--- config.mk ---
export PLATFORM = sky130hd
export DESIGN_NAME = qwd_device_flat
export DESIGN_NICKNAME = d
export VERILOG_FILES = /design/src/core/qwd_pkg.sv /design/src/core/qwd_link_if.sv /design/src/core/qwd_device.sv /design/src/core/qwd_fifo.sv /design/src/flat_wrapper.sv
export SDC_FILE = /design/constraint.sdc
export NUM_CORES = 2
export LEC_CHECK = 0
export ABC_AREA = 1
export BUFFER_PORTS_ARGS = -buffer_cell sky130_fd_sc_hd__buf_2
export CAP_MARGIN = 40
export CORE_MARGIN = 3
export CORE_UTILIZATION = 45
export DETAILED_ROUTE_END_ITERATION = 16
export SLEW_MARGIN = 10
export SYNTH_ARGS = -nofsm -noshare
export SYNTH_HDL_FRONTEND = slang
export SYNTH_HIERARCHICAL = 1
export SYNTH_SLANG_ARGS = --single-unit
--- constraint.sdc ---
create_clock -name clk_i -period 21.5 [get_ports clk_i]
set_input_delay 3.225 -clock clk_i [delete_from_list [all_inputs] [get_ports clk_i]]
set_output_delay 3.225 -clock clk_i [all_outputs]
set_load 0.005 [all_outputs]
--- src/core/qwd_pkg.sv ---
// Purpose: Shared constants and types for the queued write command decoder
// Assumes: One 25 MHz core clock on both ends
// Notes: Register bytes are 8 bits; all field positions are named here
package qwd_pkg;
    localparam logic [7:0] CMD_QUEUED_WRITE = 8'h61;
    localparam int CLK_HZ = 25000000;
    localparam int FINE_MS = 10;
    localparam int COARSE_MS = 500;
    localparam int FINE_CYCLES = (CLK_HZ / 1000) * FINE_MS;
    localparam int COARSE_CYCLES = (CLK_HZ / 1000) * COARSE_MS;
    localparam int TAG_HI = 7;
    localparam int TAG_LO = 3;
    localparam int PRIORITY_LEVEL_HI = 7;
    localparam int PRIORITY_LEVEL_LO = 6;
    localparam int DL_COARSE_BIT = 7;
    localparam int FMW_BIT = 7;
    localparam int MAX_TAGS = 32;
    localparam logic [1:0] PRIORITY_LEVEL_NORMAL = 2'h0;
    localparam logic [1:0] PRIORITY_LEVEL_ISOCH = 2'h1;
    localparam logic [1:0] PRIORITY_LEVEL_HIGH = 2'h2;
    // Error flag positions
    localparam int ERR_UNC = 6;
    localparam int ERR_IDN = 4;
    localparam int ERR_ABT = 2;
    // Completion flag positions
    localparam int ST_RDY = 6;
    localparam int ST_DF = 5;
    localparam int ST_DSC = 4;
    localparam int ST_DRQ = 3;
    localparam int ST_ERR = 0;
    localparam logic [7:0] ST_IDLE = 8'h50;
    localparam int DATA_W = 16;
    localparam int FIFO_DEPTH = 8;

    typedef struct packed {
        logic [7:0] feat_cur;
        logic [7:0] feat_prev;
        logic [7:0] count_cur;
        logic [7:0] count_prev;
        logic [7:0] lba0;
        logic [7:0] lba1;
        logic [7:0] lba2;
        logic [7:0] lba3;
        logic [7:0] lba4;
        logic [7:0] lba5;
        logic [7:0] dev_head;
        logic [7:0] opcode;
    } qwd_cmd_type;
endpackage

--- src/core/qwd_link_if.sv ---
// Purpose: Carrier between host end and device end
// Assumes: Single clock, both ends synchronous to clk
// Notes: Data words flow host to device with valid/ready
`timescale 1ns/1ps
interface qwd_link_if;
    logic cmd_valid;
    qwd_pkg::qwd_cmd_type cmd;
    logic [4:0] cmd_tag;
    logic wdata_valid;
    logic wdata_ready;
    logic [qwd_pkg::DATA_W-1:0] wdata;
    logic done_valid;
    logic [4:0] done_tag;
    logic [7:0] error_flags;
    logic [7:0] completion_flags;
    logic high_byte_readback;
    logic [7:0] rb_lba0;
    logic [7:0] rb_lba1;
    logic [7:0] rb_lba2;
    logic dl_abort_en;
    modport host (output cmd_valid, cmd, cmd_tag, wdata_valid, wdata, high_byte_readback,
                  dl_abort_en, input wdata_ready, done_valid, done_tag, error_flags,
                  completion_flags, rb_lba0, rb_lba1, rb_lba2);
    modport device (input cmd_valid, cmd, cmd_tag, wdata_valid, wdata, high_byte_readback,
                    dl_abort_en, output wdata_ready, done_valid, done_tag, error_flags,
                    completion_flags, rb_lba0, rb_lba1, rb_lba2);
endinterface // qwd_link_if

--- src/core/qwd_device.sv ---
// Purpose: Device end: decodes and executes queued DMA writes
// Assumes: Host keeps its own tag and queue-depth rules
// Notes: One command executes at a time; others wait in tag table
`timescale 1ns/1ps
module qwd_device #(
    parameter int QUEUE_DEPTH = 32,
    parameter int FINE_CYCLES = qwd_pkg::FINE_CYCLES
) (
    input wire logic clk_i,
    input wire logic resetn_i,
    qwd_link_if.device link,
    input wire logic write_cache_en_i,
    output logic media_we_o,
    output logic [47:0] media_lba_o,
    output logic [qwd_pkg::DATA_W-1:0] media_data_o,
    input wire logic media_ready_i,
    input wire logic media_error_i,
    output logic busy_o
);
    initial begin
        if (QUEUE_DEPTH < 1 || QUEUE_DEPTH > qwd_pkg::MAX_TAGS || FINE_CYCLES < 1) begin
            $error("QUEUE_DEPTH must be 1..32 and FINE_CYCLES at least 1");
        end
    end
    localparam int COARSE_MULT = qwd_pkg::COARSE_MS / qwd_pkg::FINE_MS;

    typedef enum logic [1:0] {S_IDLE, S_PICK, S_WRITE, S_FINISH} qwd_state_type;
    typedef struct packed {
        logic [47:0] lba;
        logic [16:0] len;
        logic [1:0] priority_level;
        logic [13:0] limit;
        logic fmw;
    } qwd_slot_type;
    typedef struct packed {
        qwd_state_type state;
        logic [31:0] busy_tags;
        logic [31:0] pend_tags;
        logic [4:0] cur;
        logic [47:0] lba;
        logic [16:0] left;
        logic [13:0] elapsed;
        logic [13:0] limit;
        logic [23:0] tick_cnt;
        logic fmw;
        logic done_valid;
        logic [4:0] done_tag;
        logic [7:0] err;
        logic [7:0] cerr;
        logic busy;
        logic [7:0] stat;
        logic [47:0] fail_lba;
        logic [7:0] rb0, rb1, rb2;
        logic we;
        logic [47:0] m_lba;
        logic [qwd_pkg::DATA_W-1:0] m_data;
    } qwd_dev_st_type;

    qwd_dev_st_type st_ff, nxt_st;
    qwd_slot_type slots [qwd_pkg::MAX_TAGS];
    logic slot_we;
    qwd_slot_type slot_new;
    logic f_valid, f_ready;
    logic [qwd_pkg::DATA_W-1:0] f_data;

    // Deadline in 10 ms ticks: coarse codes scale by 50
    function automatic logic [13:0] limit_ticks(input logic [7:0] code);
        logic [13:0] n;
        n = 14'(code[6:0]) + 14'h1;
        if (code[qwd_pkg::DL_COARSE_BIT]) begin
            n = 14'(n * COARSE_MULT);
        end
        return n;
    endfunction

    // Highest urgency pending tag: high, then isochronous, then normal
    function automatic logic [5:0] pick(input logic [31:0] p);
        logic [5:0] r;
        r = 6'h20;
        for (int k = 1; k <= 3; k++) begin
            for (int t = 31; t >= 0; t--) begin
                if (r[5] && p[t] && slots[t].priority_level == (k == 1 ? qwd_pkg::PRIORITY_LEVEL_HIGH :
                    k == 2 ? qwd_pkg::PRIORITY_LEVEL_ISOCH : qwd_pkg::PRIORITY_LEVEL_NORMAL)) begin
                    r = 6'(t);
                end
            end
        end
        return r;
    endfunction

    qwd_fifo #(.WIDTH(qwd_pkg::DATA_W), .DEPTH(qwd_pkg::FIFO_DEPTH)) u_fifo (
        .clk_i(clk_i),
        .resetn_i(resetn_i),
        .in_valid_i(link.wdata_valid),
        .in_ready_o(link.wdata_ready),
        .in_data_i(link.wdata),
        .out_valid_o(f_valid),
        .out_ready_i(f_ready),
        .out_data_o(f_data)
    );

    always_comb begin
        logic [4:0] tag;
        logic [15:0] len16;
        logic [5:0] p;
        logic [47:0] flba;
        tag = link.cmd.count_cur[qwd_pkg::TAG_HI:qwd_pkg::TAG_LO];
        len16 = {link.cmd.feat_prev, link.cmd.feat_cur};
        p = pick(st_ff.pend_tags);
        flba = st_ff.fail_lba;
        nxt_st = st_ff;
        nxt_st.done_valid = 1'b0;
        nxt_st.we = 1'b0;
        slot_we = 1'b0;
        f_ready = 1'b0;
        slot_new.lba = {link.cmd.lba5, link.cmd.lba4, link.cmd.lba3,
                        link.cmd.lba2, link.cmd.lba1, link.cmd.lba0};
        slot_new.len = (len16 == 16'h0) ? 17'h10000 : {1'b0, len16};
        slot_new.priority_level = link.cmd.count_prev[qwd_pkg::PRIORITY_LEVEL_HI:qwd_pkg::PRIORITY_LEVEL_LO];
        slot_new.limit = (slot_new.priority_level == qwd_pkg::PRIORITY_LEVEL_ISOCH) ?
                         limit_ticks(link.cmd.count_cur) : 14'h0;
        slot_new.fmw = link.cmd.dev_head[qwd_pkg::FMW_BIT];
        if (link.cmd_valid && link.cmd.opcode == qwd_pkg::CMD_QUEUED_WRITE) begin
            if (st_ff.busy_tags[tag] || 32'(tag) >= QUEUE_DEPTH) begin
                nxt_st.done_valid = 1'b1;
                nxt_st.done_tag = tag;
                nxt_st.err = 8'h1 << qwd_pkg::ERR_ABT;
                nxt_st.stat = qwd_pkg::ST_IDLE | (8'h1 << qwd_pkg::ST_ERR);
            end else begin
                slot_we = 1'b1;
                nxt_st.busy_tags[tag] = 1'b1;
                nxt_st.pend_tags[tag] = 1'b1;
            end
        end
        if (st_ff.state != S_IDLE && st_ff.state != S_PICK) begin
            if (st_ff.tick_cnt == 24'(FINE_CYCLES - 1)) begin
                nxt_st.tick_cnt = '0;
                if (st_ff.elapsed != 14'h3fff) begin
                    nxt_st.elapsed = st_ff.elapsed + 14'h1;
                end
            end else begin
                nxt_st.tick_cnt = st_ff.tick_cnt + 24'h1;
            end
        end
        case (st_ff.state)
            S_IDLE: begin
                if (st_ff.pend_tags != '0) begin
                    nxt_st.state = S_PICK;
                end
            end
            S_PICK: begin
                nxt_st.cur = p[4:0];
                nxt_st.pend_tags[p[4:0]] = 1'b0;
                nxt_st.lba = slots[p[4:0]].lba;
                nxt_st.left = slots[p[4:0]].len;
                nxt_st.limit = slots[p[4:0]].limit;
                nxt_st.fmw = slots[p[4:0]].fmw;
                nxt_st.elapsed = '0;
                nxt_st.tick_cnt = '0;
                nxt_st.cerr = '0;
                nxt_st.stat = qwd_pkg::ST_IDLE | (8'h1 << qwd_pkg::ST_DRQ);
                nxt_st.state = S_WRITE;
            end
            S_WRITE: begin
                if (link.dl_abort_en && st_ff.limit != '0 &&
                    st_ff.elapsed >= st_ff.limit) begin
                    nxt_st.cerr = 8'h1 << qwd_pkg::ERR_ABT;
                    nxt_st.state = S_FINISH;
                end else if (media_error_i) begin
                    // Sector writes stop here; remaining data is left in the FIFO
                    nxt_st.cerr = (8'h1 << qwd_pkg::ERR_UNC) | (8'h1 << qwd_pkg::ERR_IDN);
                    flba = st_ff.lba;
                    nxt_st.fail_lba = flba;
                    nxt_st.state = S_FINISH;
                end else if (st_ff.left == '0) begin
                    // Without write cache, or when forced, wait for the media to settle
                    if (!st_ff.fmw && write_cache_en_i) begin
                        nxt_st.state = S_FINISH;
                    end else if (media_ready_i) begin
                        nxt_st.state = S_FINISH;
                    end
                end else if (f_valid && media_ready_i) begin
                    f_ready = 1'b1;
                    nxt_st.we = 1'b1;
                    nxt_st.m_lba = st_ff.lba;
                    nxt_st.m_data = f_data;
                    nxt_st.lba = st_ff.lba + 48'h1;
                    nxt_st.left = st_ff.left - 17'h1;
                end
            end
            S_FINISH: begin
                // A tag refusal owns the completion port this cycle; finish one later
                if (!nxt_st.done_valid) begin
                    nxt_st.done_valid = 1'b1;
                    nxt_st.done_tag = st_ff.cur;
                    nxt_st.busy_tags[st_ff.cur] = 1'b0;
                    nxt_st.err = st_ff.cerr;
                    nxt_st.stat = qwd_pkg::ST_IDLE |
                                  ((st_ff.cerr != '0) ? 8'h1 << qwd_pkg::ST_ERR : 8'h0);
                    nxt_st.state = S_IDLE;
                end
            end
            default: nxt_st.state = S_IDLE;
        endcase
        nxt_st.rb0 = link.high_byte_readback ? flba[31:24] : flba[7:0];
        nxt_st.rb1 = link.high_byte_readback ? flba[39:32] : flba[15:8];
        nxt_st.rb2 = link.high_byte_readback ? flba[47:40] : flba[23:16];
        nxt_st.busy = (nxt_st.state != S_IDLE);
    end

    always_ff @(posedge clk_i or negedge resetn_i) begin
        if (!resetn_i) begin
            st_ff <= '0;
            st_ff.stat <= qwd_pkg::ST_IDLE;
        end else begin
            st_ff <= nxt_st;
        end
    end

    always_ff @(posedge clk_i) begin
        if (slot_we) begin
            slots[link.cmd.count_cur[qwd_pkg::TAG_HI:qwd_pkg::TAG_LO]] <= slot_new;
        end
    end

    assign link.done_valid = st_ff.done_valid;
    assign link.done_tag = st_ff.done_tag;
    assign link.error_flags = st_ff.err;
    assign link.completion_flags = st_ff.stat;
    assign link.rb_lba0 = st_ff.rb0;
    assign link.rb_lba1 = st_ff.rb1;
    assign link.rb_lba2 = st_ff.rb2;
    assign media_we_o = st_ff.we;
    assign media_lba_o = st_ff.m_lba;
    assign media_data_o = st_ff.m_data;
    assign busy_o = st_ff.busy;
endmodule // qwd_device

--- src/core/qwd_fifo.sv ---
// Purpose: Small synchronous FIFO for write data
// Assumes: One clock, asynchronous active-low reset
// Notes: Full and empty are exact; no bypass path
`timescale 1ns/1ps
module qwd_fifo #(
    parameter int WIDTH = 16,
    parameter int DEPTH = 8
) (
    input wire logic clk_i,
    input wire logic resetn_i,
    input wire logic in_valid_i,
    output logic in_ready_o,
    input wire logic [WIDTH-1:0] in_data_i,
    output logic out_valid_o,
    input wire logic out_ready_i,
    output logic [WIDTH-1:0] out_data_o
);
    localparam int AW = $clog2(DEPTH);
    initial begin
        if (DEPTH < 2 || (1 << AW) != DEPTH) begin
            $error("DEPTH must be a power of two, at least 2");
        end
    end
    typedef struct packed {
        logic [AW-1:0] wp;
        logic [AW-1:0] rp;
        logic [AW:0] cnt;
    } qwd_fifo_st_type;
    qwd_fifo_st_type st_ff, nxt_st;
    logic [WIDTH-1:0] mem [DEPTH];
    logic push, pop;

    assign in_ready_o = (st_ff.cnt != (AW+1)'(DEPTH));
    assign out_valid_o = (st_ff.cnt != '0);
    assign out_data_o = mem[st_ff.rp];
    assign push = in_valid_i && in_ready_o;
    assign pop = out_valid_o && out_ready_i;

    always_comb begin
        nxt_st = st_ff;
        if (push) begin
            nxt_st.wp = st_ff.wp + 1'b1;
        end
        if (pop) begin
            nxt_st.rp = st_ff.rp + 1'b1;
        end
        if (push && !pop) begin
            nxt_st.cnt = st_ff.cnt + 1'b1;
        end else if (pop && !push) begin
            nxt_st.cnt = st_ff.cnt - 1'b1;
        end
    end

    always_ff @(posedge clk_i or negedge resetn_i) begin
        if (!resetn_i) begin
            st_ff <= '0;
        end else begin
            st_ff <= nxt_st;
        end
    end

    // Storage has no reset so it maps onto plain RAM
    always_ff @(posedge clk_i) begin
        if (push) begin
            mem[st_ff.wp] <= in_data_i;
        end
    end
endmodule // qwd_fifo

--- src/flat_wrapper.sv ---
// flat-port wrapper written by rule: the top's interface ports become plain ports
module qwd_device_flat 
#(
    parameter int QUEUE_DEPTH = 32,
    parameter int FINE_CYCLES = qwd_pkg::FINE_CYCLES
)
  (clk_i, resetn_i, write_cache_en_i, media_we_o, media_lba_o, media_data_o, media_ready_i, media_error_i, busy_o, link_cmd_valid, link_cmd, link_cmd_tag, link_wdata_valid, link_wdata, link_high_byte_readback, link_dl_abort_en, link_wdata_ready, link_done_valid, link_done_tag, link_error_flags, link_completion_flags, link_rb_lba0, link_rb_lba1, link_rb_lba2);
  qwd_link_if link_i ();
  input wire logic clk_i;
  input wire logic resetn_i;
  input wire logic write_cache_en_i;
  output logic media_we_o;
  output logic [47:0] media_lba_o;
  output logic [qwd_pkg::DATA_W-1:0] media_data_o;
  input wire logic media_ready_i;
  input wire logic media_error_i;
  output logic busy_o;
  input wire logic [$bits(link_i.cmd_valid)-1:0] link_cmd_valid;
  input wire logic [$bits(link_i.cmd)-1:0] link_cmd;
  input wire logic [$bits(link_i.cmd_tag)-1:0] link_cmd_tag;
  input wire logic [$bits(link_i.wdata_valid)-1:0] link_wdata_valid;
  input wire logic [$bits(link_i.wdata)-1:0] link_wdata;
  input wire logic [$bits(link_i.high_byte_readback)-1:0] link_high_byte_readback;
  input wire logic [$bits(link_i.dl_abort_en)-1:0] link_dl_abort_en;
  output wire logic [$bits(link_i.wdata_ready)-1:0] link_wdata_ready;
  output wire logic [$bits(link_i.done_valid)-1:0] link_done_valid;
  output wire logic [$bits(link_i.done_tag)-1:0] link_done_tag;
  output wire logic [$bits(link_i.error_flags)-1:0] link_error_flags;
  output wire logic [$bits(link_i.completion_flags)-1:0] link_completion_flags;
  output wire logic [$bits(link_i.rb_lba0)-1:0] link_rb_lba0;
  output wire logic [$bits(link_i.rb_lba1)-1:0] link_rb_lba1;
  output wire logic [$bits(link_i.rb_lba2)-1:0] link_rb_lba2;
  assign link_i.cmd_valid = link_cmd_valid;
  assign link_i.cmd = link_cmd;
  assign link_i.cmd_tag = link_cmd_tag;
  assign link_i.wdata_valid = link_wdata_valid;
  assign link_i.wdata = link_wdata;
  assign link_i.high_byte_readback = link_high_byte_readback;
  assign link_i.dl_abort_en = link_dl_abort_en;
  assign link_wdata_ready = link_i.wdata_ready;
  assign link_done_valid = link_i.done_valid;
  assign link_done_tag = link_i.done_tag;
  assign link_error_flags = link_i.error_flags;
  assign link_completion_flags = link_i.completion_flags;
  assign link_rb_lba0 = link_i.rb_lba0;
  assign link_rb_lba1 = link_i.rb_lba1;
  assign link_rb_lba2 = link_i.rb_lba2;
  qwd_device #(.QUEUE_DEPTH(QUEUE_DEPTH), .FINE_CYCLES(FINE_CYCLES)) u_core (.clk_i(clk_i), .resetn_i(resetn_i), .link(link_i), .write_cache_en_i(write_cache_en_i), .media_we_o(media_we_o), .media_lba_o(media_lba_o), .media_data_o(media_data_o), .media_ready_i(media_ready_i), .media_error_i(media_error_i), .busy_o(busy_o));
endmodule
==> tab_implementation.tex <==
\begin{tabular}{lr}
\hline
Metric & Value \\
\hline
\multicolumn{2}{l}{\textbf{Detailed routing}} \\
Post-DRT Antenna Nets & 0 \\
Routed length per placed instance & 23.5 um \\
First-pass DRT Iterations & 6 \\
Number of remaining DRC errors & 0 \\
DRC marker count from the first detailed-route iteration & 9,433 \\
Via count normalized by instance count & 5.44 \\
Routed wire length & 383,000 um \\
Via count & 88,700 \\
\multicolumn{2}{l}{\textbf{Power}} \\
P\_leak & 56.9 nW \\
Final Power & 14.5 mW \\
IR Drop Worst-Case VDD & 0.0000946 V \\
Power density cells & 98.8 mW/mm\^{}2 \\
\multicolumn{2}{l}{\textbf{Timing}} \\
Max-slew violations & 0 \\
Worst slew margin relative to its limit & 23.9\% \\
Final-layout setup total negative slack & 0 ps \\
Achievable Freq & 84.6 MHz \\
Setup-failing EPs final & 0 \\
Unrepaired setup endpoints after global routing & no \\
Final clock skew & 46.5 ps \\
Final critical-path share of the clock period & 55.0\% \\
Hold violation count in the final report & 0 \\
Hold WS & 474 ps \\
Transition time at the pin with the least slew margin & 1140 ps \\
Final period demand of the worst path & 11,820 ps \\
\multicolumn{2}{l}{\textbf{Synth}} \\
Top FF cell, synth & sky130\_fd\_sc\_hd\_\_edfxtp\_1 \\
Portion of synthesized cell area occupied by the leading cell type & 63.3\% \\
Biggest area consumer among synthesized cells & sky130\_fd\_sc\_hd\_\_edfxtp\_1 \\
Post-synth top cells & 5,157 x sky130\_fd\_sc\_hd\_\_nand2\_1, 2,752 x sky130\_fd\_sc\_hd\_\_edfxtp\_1, 806 x sky130\_fd\_sc\_hd\_\_inv\_1 \\
Netlist Area Pre-Place & 0.131 mm\^{}2 \\
Synth async-reset ratio & 11.6\% \\
Sequential fraction of the synthesis area & 70.2\% \\
Number of synthesized register bits & 3,113 \\
Yosys synthesis warning count & 6 \\
Net count after synthesis & 12,300 \\
Avg Inst Size Synth & 10.8 um\^{}2 \\
Number of distinct library cells after synthesis & 60 \\
Main area contributors after synthesis & sky130\_fd\_sc\_hd\_\_edfxtp\_1 63\%, sky130\_fd\_sc\_hd\_\_nand2\_1 15\%, sky130\_fd\_sc\_hd\_\_dfrtp\_1 6.9\% \\
Synth Instances & 12,100 \\
Leading cell type by number of instances after synthesis & sky130\_fd\_sc\_hd\_\_nand2\_1 \\
Number of enable flip-flop cells after synthesis & 2,752 \\
\multicolumn{2}{l}{\textbf{CTS}} \\
Max Root-Sink Buffers & 4 \\
Num Clock Sinks & 3,113 \\
CTS Hold Bufs & 0 \\
CTS clock-pin slew for the worst setup and hold paths & 60 ps \\
\# resized after CTS & 0 \\
Clk root buf & sky130\_fd\_sc\_hd\_\_clkbuf\_16 \\
Post-CTS setup buffer count & 0 \\
H-tree lvl count & 5 \\
TritonCTS clock tree & built \\
Insertion delay to the later sink of the worst-skew pair & 920 ps \\
Total clock buffers created by CTS & 327 \\
\multicolumn{2}{l}{\textbf{Place}} \\
Cell area after placement & 0.136 mm\^{}2 \\
Port Buf Inserts & 220 \\
Detailed-placement wirelength estimate & 201,000 um \\
Final estimated routing congestion in global placement & 0.895 \\
\multicolumn{2}{l}{\textbf{Floorplan}} \\
Die Outline Area & 0.297 mm\^{}2 \\
Std-Cell Core Area & 0.288 mm\^{}2 \\
Die Y-Extent & 545 um \\
Top Ports & 239 \\
Initial standard-cell utilization of the core & 45.3\% \\
Die Wd & 545 um \\
Count of standard-cell rows & 197 \\
\multicolumn{2}{l}{\textbf{Global routing}} \\
Antenna violations before repair & 47 \\
Wire length of the first global-routing pass & 557,000 um \\
Vias in the first global route & 84,200 \\
Total overflow reported by the global router & 0 \\
Largest net degree at the start of global routing & 195 \\
Combined global-route utilization of all metal layers & 25.3\% \\
\multicolumn{2}{l}{\textbf{Flow run}} \\
Number of max-cap violations & 0 \\
\multicolumn{2}{l}{\textbf{Setup path}} \\
Type of element launching the critical path & flop \\
Library cell contributing the largest single delay on the critical path & sky130\_fd\_sc\_hd\_\_buf\_4 \\
Crit path largest cell delay & 670 ps \\
CP Max Fanout & 88 \\
Required time of the worst setup path & 22,330 ps \\
Most used cell along the critical path & sky130\_fd\_sc\_hd\_\_nor2\_4 \\
CP Class & flop to flop \\
Critical path data arrival time & 12,650 ps \\
Crit. End Element & flop \\
\multicolumn{2}{l}{\textbf{Hold path}} \\
Class of the tightest hold or removal check & flop to flop \\
\multicolumn{2}{l}{\textbf{Finish}} \\
Area of the multi-input gates & 0.0326 mm\^{}2 \\
Post-route standard cell area excluding fillers & 0.146 mm\^{}2 \\
Layout-stage area growth over the synthesis result & 12.2\% \\
Proportion of layout cells with a drive suffix above 1 & 8.48\% \\
Nets & 12,400 \\
FILL cells & 25,000 \\
Footprint of the flip-flops and latches & 0.0917 mm\^{}2 \\
\multicolumn{2}{l}{\textbf{Run status}} \\
Status & finished, final reports clean \\
\hline
\end{tabular}
-- path summary, 6_finish.rpt --
path,from,endpoint,slack [ps],cells after the start
worst max-delay path,u_core/st_ff[322],u_core/st_ff[256],9680,64
worst min-delay path,u_core/media_data_o[13],u_core/media_data_o[13],470,2
worst max register to register,u_core/st_ff[322],u_core/st_ff[256],9680,64
worst min register to register,u_core/media_data_o[13],u_core/media_data_o[13],470,2
max in group asynchronous,resetn_i,u_core/st_ff[260],17800,2
min in group asynchronous,resetn_i,u_core/media_lba_o[47],2260,1
-- worst max-delay path, delay by kind of cell, from the launching register on --
family / cells / cell delay, ps
buffers and inverters: 7 / 2470
flip-flops: 1 / 440
AND/OR/NAND/NOR: 57 / 8560
-- stage by stage --
| stage | std cells | worst slack [ps] | util (%) |
|---|---|---|---|
| after floorplan | 12100 | 12830 | - |
| after detailed placement | 15700 | 9700 | 47.2 |
| final | 16300 | 9680 | 50.8 |
| after CTS | 16300 | 9650 | 50.8 |
| after global placement | 15600 | 9060 | 46.7 |
| after global routing | 16300 | 8740 | 50.8 |
-- report_power, final --
| part | switching [mW] | internal, mW |
|---|---|---|
| registers | 0.174 | 6.85 |
| logic | 1.41 | 0.556 |
| clock network | 2.35 | 3.14 |
| total | 3.93 | 10.5 |
-- placed cells by master (no fill, tap or decap), types with 66 or more instances in the layout --
cell type / instances
sky130_fd_sc_hd__nand3_1: 588
sky130_fd_sc_hd__clkbuf_1: 83
sky130_fd_sc_hd__nand4_1: 323
sky130_fd_sc_hd__clkbuf_16: 334
sky130_fd_sc_hd__nor3_1: 81
sky130_fd_sc_hd__buf_4: 109
sky130_fd_sc_hd__buf_2: 219
sky130_fd_sc_hd__clkinv_2: 73
sky130_fd_sc_hd__edfxtp_1: 2752
sky130_fd_sc_hd__inv_1: 803
sky130_fd_sc_hd__nor2_1: 528
sky130_fd_sc_hd__nand2_1: 5156
sky130_fd_sc_hd__o21ai_1: 66
sky130_fd_sc_hd__o21ai_0: 240
sky130_fd_sc_hd__a21oi_1: 127
sky130_fd_sc_hd__dfrtp_1: 359
-- routing by layer --
layer | GRT usage, % | vias to the layer above | wire, um
met2 | 42.2 | 3643 | 184000
met4 | 7.95 | 16 | 11600
li1 | - | 40600 | -
met3 | 4.39 | 700 | 31700
met1 | 33.7 | 43700 | 156000
met5 | 0 | - | 106
-- logic make-up (layout without fill, tap and decap cells) --
family / after synthesis / in the layout / share of synthesized area, %
xor gates and xnor gates: 46 / 46 / 0.309
AOI/OAI and AO/OA: 558 / 558 / 2.38
adders and majority gates: 54 / 54 / 0.541
buffers and inverters: 1511 / 1866 / 5.13
and+or+nand+nor: 6851 / 6851 / 21.4
DFF: 3113 / 3113 / 70.2
other: 0 / 18 / 0
-- sequential cells by signal, indices dropped and copies added (netlist names) --
register                      flops
u_core/media_we_o                 1
u_core/link.rb_lba1               8
u_core/link.completion_flags      8
u_core/u_fifo/mem               128
u_core/link.done_tag              5
u_core/media_data_o              16
u_core/link.done_valid            1
u_core/st_ff                    239
u_core/link.rb_lba0               8
u_core/media_lba_o               48
u_core/busy_o                     1
u_core/slots                   2624
u_core/link.error_flags           8
u_core/link.rb_lba2               8
u_core/u_fifo/st_ff              10
-- area by class of cell --
class / count / area share [%]
timing repair buffer: 416 / 2.59
antenna: 18 / 0.0308
tap: 3781 / 3.23
sequential: 3113 / 62.6
clock inverter: 166 / 1.06
inverter: 858 / 2.23
clock buffer: 426 / 6.00
multi-input combinational: 7509 / 22.3
(Power assumes the default switching activity.)
